File: src/logic/rsd_defines.svh
// constants for the reference self-check block
`ifndef RSD_DEFINES_SVH
`define RSD_DEFINES_SVH
`define RSD_ADDR_CONV_CONFIG 8'h08
`define RSD_ADDR_FAULT_ANALYSIS 8'h0E
`define RSD_FAULT_ANALYSIS_RESET 16'h0000
`define RSD_RESULT_RESET 16'h0000
`define RSD_CODE_LSB 4
`define RSD_NIBBLE_ZERO 4'h0
`define RSD_OSC_WINDOW 8'hFF
`define RSD_OSC_LIMIT 4'h4
`define RSD_CNT_ONE 8'h01
`define RSD_TOG_ONE 4'h1
`define RSD_CNT_ZERO 8'h00
`define RSD_TOG_ZERO 4'h0
`define RSD_REG_WIDTH 16
`define RSD_ALERT_BIT 0
`endif

File: src/logic/rsd_pkg.sv
// types for the reference self-check block
package rsd_pkg;
  typedef enum logic [1:0] {
    RSD_IDLE = 2'b00,
    RSD_CELLS = 2'b01,
    RSD_CHECK = 2'b10,
    RSD_AUX = 2'b11
  } rsd_state_t;
endpackage

File: src/logic/rsd_osc_detect.sv
// oscillation detector on the reference comparator input
`timescale 1ns/1ps
`include "rsd_defines.svh"
module rsd_osc_detect (
  input wire logic clk,
  input wire logic rstN,
  input wire logic refHigh,
  output logic oscSeen
);
  logic [7:0] windowCnt;
  logic [7:0] next_windowCnt;
  logic [3:0] toggles;
  logic [3:0] next_toggles;
  logic lastLevel;
  logic next_lastLevel;
  logic next_oscSeen;

  // count level changes within a fixed window
  always_comb begin
    next_lastLevel = refHigh;
    next_windowCnt = windowCnt + `RSD_CNT_ONE;
    next_toggles = toggles;
    next_oscSeen = 1'b0;
    if (refHigh != lastLevel && toggles != `RSD_OSC_LIMIT) begin
      next_toggles = toggles + `RSD_TOG_ONE;
    end
    if (toggles == `RSD_OSC_LIMIT) begin
      next_oscSeen = 1'b1;
    end
    if (windowCnt == `RSD_OSC_WINDOW) begin
      next_toggles = `RSD_TOG_ZERO;
    end
  end

  // register the detector state
  always_ff @(posedge clk or negedge rstN) begin
    if (!rstN) begin
      windowCnt <= `RSD_CNT_ZERO;
      toggles <= `RSD_TOG_ZERO;
      lastLevel <= 1'b0;
      oscSeen <= 1'b0;
    end else begin
      windowCnt <= next_windowCnt;
      toggles <= next_toggles;
      lastLevel <= next_lastLevel;
      oscSeen <= next_oscSeen;
    end
  end
endmodule // rsd_osc_detect

File: src/logic/rsd_self_check.sv
// scan sequencing, self-check result capture and reference-open alert
// Function
// - self-check conversion runs only when enable bit in config register 0x08 set
// - self-check starts right after last cell conversion, before auxiliary conversions
// - 12-bit code sits in upper three nibbles; lowest nibble holds zero
// - conversion full scale is thermistor supply; code is half ref over supply
// - oscillating reference pin sets reference-open alert in fault-analysis register
// - fault-analysis register at 0x0E, resets to 0x0000
`timescale 1ns/1ps
`include "rsd_defines.svh"
module rsd_self_check (
  input wire logic clk,
  input wire logic reset_n,
  input wire logic selfCheckEnable,
  input wire logic auxEnable,
  input wire logic scanStart,
  input wire logic cellsDone,
  input wire logic convDone,
  input wire logic [11:0] convCode,
  input wire logic auxDone,
  input wire logic refPinHigh,
  input wire logic alertClear,
  output logic convStart,
  output logic useThermistorScale,
  output logic auxStart,
  output logic scanBusy,
  output logic [15:0] selfCheckResult,
  output logic [15:0] faultAnalysisReg,
  output logic referenceOpenAlert
);
  // ----------------------------------------------------------------
  // internal state
  // ----------------------------------------------------------------
  // reset release and reference pin path
  logic rstMeta;
  logic rstN;
  logic refMeta;
  logic refSync;
  logic oscSeen;

  // scan sequencer
  rsd_pkg::rsd_state_t state;
  rsd_pkg::rsd_state_t next_state;
  logic next_convStart;
  logic next_useThermistorScale;
  logic next_auxStart;
  logic next_scanBusy;
  logic [15:0] next_selfCheckResult;

  // reference-open alert and its register image
  logic next_referenceOpenAlert;
  logic [15:0] next_faultAnalysisReg;

  // ----------------------------------------------------------------
  // reset release and pin synchroniser
  // ----------------------------------------------------------------
  // two flops keep the reset release off the async edge
  always_ff @(posedge clk or negedge reset_n) begin
    if (!reset_n) begin
      rstMeta <= 1'b0;
      rstN <= 1'b0;
    end else begin
      rstMeta <= 1'b1;
      rstN <= rstMeta;
    end
  end

  // reference pin comparator into clock domain
  always_ff @(posedge clk or negedge rstN) begin
    if (!rstN) begin
      refMeta <= 1'b0;
      refSync <= 1'b0;
    end else begin
      refMeta <= refPinHigh;
      refSync <= refMeta;
    end
  end

  // ----------------------------------------------------------------
  // reference pin oscillation detector
  // ----------------------------------------------------------------
  // a floating reference pin shows up as level flicker
  // watches only the synchronised level
  rsd_osc_detect uOsc (
    .clk(clk),
    .rstN(rstN),
    .refHigh(refSync),
    .oscSeen(oscSeen)
  );

  // ----------------------------------------------------------------
  // scan sequencer
  // ----------------------------------------------------------------
  // next state and outputs of the scan sequence
  always_comb begin
    // hold by default; start requests last one cycle
    next_state = state;
    next_convStart = 1'b0;
    next_useThermistorScale = useThermistorScale;
    next_auxStart = 1'b0;
    next_selfCheckResult = selfCheckResult;
    case (state)
      // waiting for a scan request; scale back on regulator reference
      rsd_pkg::RSD_IDLE: begin
        next_useThermistorScale = 1'b0;
        if (scanStart) begin
          next_state = rsd_pkg::RSD_CELLS;
        end
      end

      // cells converting; enable is read as the last cell finishes
      rsd_pkg::RSD_CELLS: begin
        if (cellsDone) begin
          if (selfCheckEnable) begin
            // self-check goes ahead of any auxiliary channel
            next_state = rsd_pkg::RSD_CHECK;
            next_convStart = 1'b1;
            next_useThermistorScale = 1'b1;
          end else if (auxEnable) begin
            // disabled check: result register left as it was
            next_state = rsd_pkg::RSD_AUX;
            next_auxStart = 1'b1;
          end else begin
            next_state = rsd_pkg::RSD_IDLE;
          end
        end
      end

      // self-check conversion running on the thermistor supply scale
      rsd_pkg::RSD_CHECK: begin
        if (convDone) begin
          // code into the upper nibbles, low nibble forced to zero
          next_selfCheckResult = {convCode, `RSD_NIBBLE_ZERO};
          next_useThermistorScale = 1'b0;
          if (auxEnable) begin
            next_state = rsd_pkg::RSD_AUX;
            next_auxStart = 1'b1;
          end else begin
            next_state = rsd_pkg::RSD_IDLE;
          end
        end
      end

      // auxiliary channels converting; their end closes the scan
      rsd_pkg::RSD_AUX: begin
        if (auxDone) begin
          next_state = rsd_pkg::RSD_IDLE;
        end
      end

      // no other code is reachable; recover to idle
      default: begin
        next_state = rsd_pkg::RSD_IDLE;
      end
    endcase
    // busy follows the next state so it drops together with idle
    next_scanBusy = (next_state != rsd_pkg::RSD_IDLE);
  end

  // ----------------------------------------------------------------
  // reference-open alert
  // ----------------------------------------------------------------
  // set wins over clear, so an event in the clearing cycle is kept
  always_comb begin
    next_referenceOpenAlert = referenceOpenAlert;
    if (alertClear) begin
      next_referenceOpenAlert = 1'b0;
    end
    if (oscSeen) begin
      next_referenceOpenAlert = 1'b1;
    end
  end

  // ----------------------------------------------------------------
  // fault-analysis register image
  // ----------------------------------------------------------------
  // alert bit at its field, every other bit reads as zero
  // upper bits reserved for other fault-analysis fields
  for (genvar b = 0; b < `RSD_REG_WIDTH; b = b + 1) begin : gFaultBit
    if (b == `RSD_ALERT_BIT) begin : gAlert
      assign next_faultAnalysisReg[b] = next_referenceOpenAlert;
    end else begin : gZero
      assign next_faultAnalysisReg[b] = 1'b0;
    end
  end

  // ----------------------------------------------------------------
  // register stage
  // ----------------------------------------------------------------
  // register the sequencer state and its outputs
  always_ff @(posedge clk or negedge rstN) begin
    if (!rstN) begin
      state <= rsd_pkg::RSD_IDLE;
      convStart <= 1'b0;
      useThermistorScale <= 1'b0;
      auxStart <= 1'b0;
      scanBusy <= 1'b0;
      selfCheckResult <= `RSD_RESULT_RESET;
    end else begin
      state <= next_state;
      convStart <= next_convStart;
      useThermistorScale <= next_useThermistorScale;
      auxStart <= next_auxStart;
      scanBusy <= next_scanBusy;
      selfCheckResult <= next_selfCheckResult;
    end
  end

  // register the alert and the fault-analysis image together
  always_ff @(posedge clk or negedge rstN) begin
    if (!rstN) begin
      referenceOpenAlert <= 1'b0;
      faultAnalysisReg <= `RSD_FAULT_ANALYSIS_RESET;
    end else begin
      referenceOpenAlert <= next_referenceOpenAlert;
      faultAnalysisReg <= next_faultAnalysisReg;
    end
  end
endmodule // rsd_self_check

File: config.mk
export PLATFORM = sky130hd
export DESIGN_NAME = rsd_self_check
export DESIGN_NICKNAME = d
export VERILOG_FILES = /design/src/logic/rsd_pkg.sv /design/src/logic/rsd_osc_detect.sv /design/src/logic/rsd_self_check.sv
export VERILOG_INCLUDE_DIRS = /design/src /design/src/logic
export SDC_FILE = /design/constraint.sdc
export NUM_CORES = 1
export LEC_CHECK = 0
export BUFFER_PORTS_ARGS = -buffer_cell sky130_fd_sc_hd__buf_2
export CORE_MARGIN = 2
export CORE_UTILIZATION = 45
export CTS_BUF_LIST = sky130_fd_sc_hd__clkbuf_16
export CTS_CLUSTER_SIZE = 10
export DETAILED_ROUTE_END_ITERATION = 16
export PLACE_DENSITY = 0.76
export SLEW_MARGIN = 20
export SYNTH_ARGS = -nofsm -noshare
export SYNTH_HDL_FRONTEND = slang
export SYNTH_SLANG_ARGS = --single-unit
File: constraint.sdc
create_clock -name clk -period 1.2 [get_ports clk]
set_clock_uncertainty 0.15 [all_clocks]
set_input_delay 0.3 -clock clk [delete_from_list [all_inputs] [get_ports clk]]
set_output_delay 0.3 -clock clk [all_outputs]
set_load 0.005 [all_outputs]
==> metrics <==
HPWL after DPL=2.24 mm; area used by sequential logic in the layout=930 µm²; Routed WL=3.67 mm; vias in the first global route=1174; sinks on the clock net=37; Worst Path Class, Setup=reg2reg; Static Leak=1.40 nW; die width=66.1 µm; pin count of the biggest net entering global routing=19; global-route wire length before repair=5.24 mm; final weighted congestion in routability-driven placement=0.892; H-Tree Depth=2; count of endpoints failing hold in the final timing report=0; global routing met1 resource utilization=19.0%; CTS buffer count=5; count of unresolved DRC violations after routing=0; cell area after synthesis=0.00174 mm²; antenna cells=0; DRT antenna net count=0; number of max-slew violations in the final report=0; highest clock frequency the design can meet=590 MHz; initial core utilization=47.1%; classification of the worst-slack hold path=reg2async; initial antenna violation count=0; Final Critical Period=1700 ps; cell at the root of the clock tree=clkbuf_16; max capacitance violation total=0; result of the run=finished with violations; Filler Cell Count=241; area of the multi-input gates=965 µm²; clock tree buffer depth=2; NumNets Final=258; routed length per instance=13.3 µm; RSZ-0062 raised after global routing=true; area fraction of the dominant cell type after synthesis=53.3%; remaining global-route overflow=0; CTS tree=built; maximum ir drop on the vdd rail=0.00122 V; Clk Latency, worst-skew pair=280 ps; signed area change from the synthesized netlist to the final layout=55.3%; via count=1282; Final WS setup=-495 ps; final setup TNS=-7440 ps; final-report setup violation count=42; first-iteration detailed-routing DRC count=50; kind of end point of the critical path=register; Total Routing Usage GR=16.3%; required time worst endpoint=1210 ps; Synth Register Bits=37; clock transition at the register clock pins on the worst setup and hold paths after CTS=60 ps; number of search-and-repair iterations in the first detailed-routing pass=4; Yosys warnings=0; area enclosed by the die boundary=0.00438 mm²; violated checks=negative setup slack; worst hold margin=69.7 ps; I/O pins=59; met3 track demand over resource=4.60%; number of distinct library cell variants in the gate-level netlist after synthesis=30; register-to-register setup slack=-500 ps; count of buffers from port buffering=39; sort of element at the start of the critical path=register; worst slack after detailed placement=-486 ps; via count normalized by instance count=4.64; crit path DAT=1700 ps; Die H=66.1 µm; cell count after synthesis=145; fraction of layout instances using a drive strength above 1=62.3%; area of the placeable core=0.00369 mm²; syn avg cell area=12.0 µm²; GR Layer Usage met2=27.6%; total number of placement rows=22; maximum net fanout on the critical path=5; post-synth top area cell=dfrtp_1; routing layer with the top usage in global route=met2; share of the clock period used by the worst path=141%; leading cell types by total area after synthesis=dfrtp_1 (53%), buf_4 (8.6%), mux2_2 (7.8%); sequential-to-total area share from yosys stat=53.3%; total power per unit cell area=2140 mW/mm²
[critical path, cell delays in order (launching register included)]
cell	delay, ps
dfrtp_2	480
ha_4	190
nor2b_4	130
a2111oi_4	270
o32ai_2	130
or2_1	220
[power by group]
part,total (mW),internal (mW),leakage (nW),switching [mW]
Combinational,2.43,1.47,0.856,0.958
Clock,1.47,0.982,0.0800,0.493
Sequential,1.87,1.62,0.462,0.252
Total,5.77,4.07,1.40,1.70
[sequential cells by signal (all words and copies together), names as in the netlist, 2 cells and up]
name,cells
selfCheckResult,12
state,2
uOsc.toggles,4
uOsc.windowCnt,8
[per-layer routing]
| layer | routed length [µm] | vias to the layer above | part of all wire (%) |
|---|---|---|---|
| li1 | - | 602 | - |
| met1 | 1470 | 618 | 40 |
| met2 | 1920 | 53 | 52 |
| met3 | 184 | 9 | 5.0 |
| met4 | 100 | 0 | 2.7 |
| met5 | 0 | - | 0 |
[area by class of cell]
class,count,share of cell area (%)
Clock buffer,5,4.64
Inverter,11,1.72
Multi-Input combinational cell,94,35.7
Clock inverter,3,1.72
Sequential cell,37,34.4
Tap cell,48,2.23
Timing Repair Buffer,78,19.5
[logic make-up after synthesis]
logic type	synth area share [%]
adder cells (fa/ha/maj)	6.48
AO/OA/AOI/OAI	7.56
AND/OR/NAND/NOR	8.14
buffers and inverters	11.3
multiplexers	7.78
XOR/XNOR	5.04
other	0.432
flip-flops	53.3
[metrics by stage]
stage / cell area, µm² / util [%] / instances / power, mW
floorplan: 1870 / - / 163 / 2.89
global placement: 2120 / 57.5 / 250 / 3.47
detailed placement: 2120 / 57.5 / 250 / 3.53
CTS: 2440 / 66.1 / 265 / 5.21
global route: 2700 / 73.2 / 276 / 6.12
finish: 2700 / 73.2 / 276 / 5.77
[Yosys cell counts, drive strengths merged]
library cell	count
nor3b	1
a21o	1
nor3	1
o31ai	1
nor2b	2
nand3b	1
xor2	6
a221oi	1
xnor2	4
or2	1
mux2	12
ha	9
a21oi	6
nor2	5
inv	11
a211oi	2
a2111oi	1
dfrtp	37
nand3	7
o21ba	1
nand2b	1
o31a	1
o32ai	1
and3	3
conb	2
nand2	6
buf	21
[layout by cell type, fill, tap and decap left out, types with 2 or more instances in the layout]
| cell | n |
|---|---|
| nor2b_4 | 2 |
| inv_2 | 5 |
| nor2_4 | 2 |
| ha_1 | 2 |
| dfrtp_2 | 3 |
| nand3_4 | 2 |
| buf_8 | 2 |
| nand2_1 | 2 |
| ha_4 | 6 |
| inv_1 | 4 |
| nand2_2 | 2 |
| a21oi_1 | 4 |
| inv_4 | 2 |
| conb_1 | 20 |
| clkbuf_16 | 5 |
| nand3_2 | 3 |
| nand3_1 | 2 |
| nor2_1 | 3 |
| buf_4 | 30 |
| xor2_2 | 2 |
| a21oi_2 | 2 |
| dlygate4sd3_1 | 2 |
| xor2_1 | 4 |
| xnor2_1 | 2 |
| xnor2_2 | 2 |
| buf_6 | 5 |
| buf_2 | 39 |
| dfrtp_1 | 34 |
| a211oi_2 | 2 |
| nand2_4 | 2 |
| mux2_4 | 12 |
[timing repair]
action / CTS / global route
gates resized for setup: 20 / 43
hold buffers: 2 / 0
pin swaps: 12 / 12
setup endpoints to repair: 42 / 46
gates cloned: 0 / 1
hold endpoints to repair: 3 / 0
buffers inserted: 5 / 11
[worst paths after layout]
kind | from | depth (start not counted) | endpoint
max in group asynchronous | reset_n | 2 | rstN
min in group clk | convCode[5] | 2 | selfCheckResult[9]
worst min register to register | rstN | 1 | uOsc.lastLevel
worst max register to register | state[0] | 5 | scanBusy
worst max-delay path | state[0] | 5 | scanBusy
worst min-delay path | rstN | 1 | uOsc.lastLevel
No activity file was read; power rests on OpenSTA's default activity.
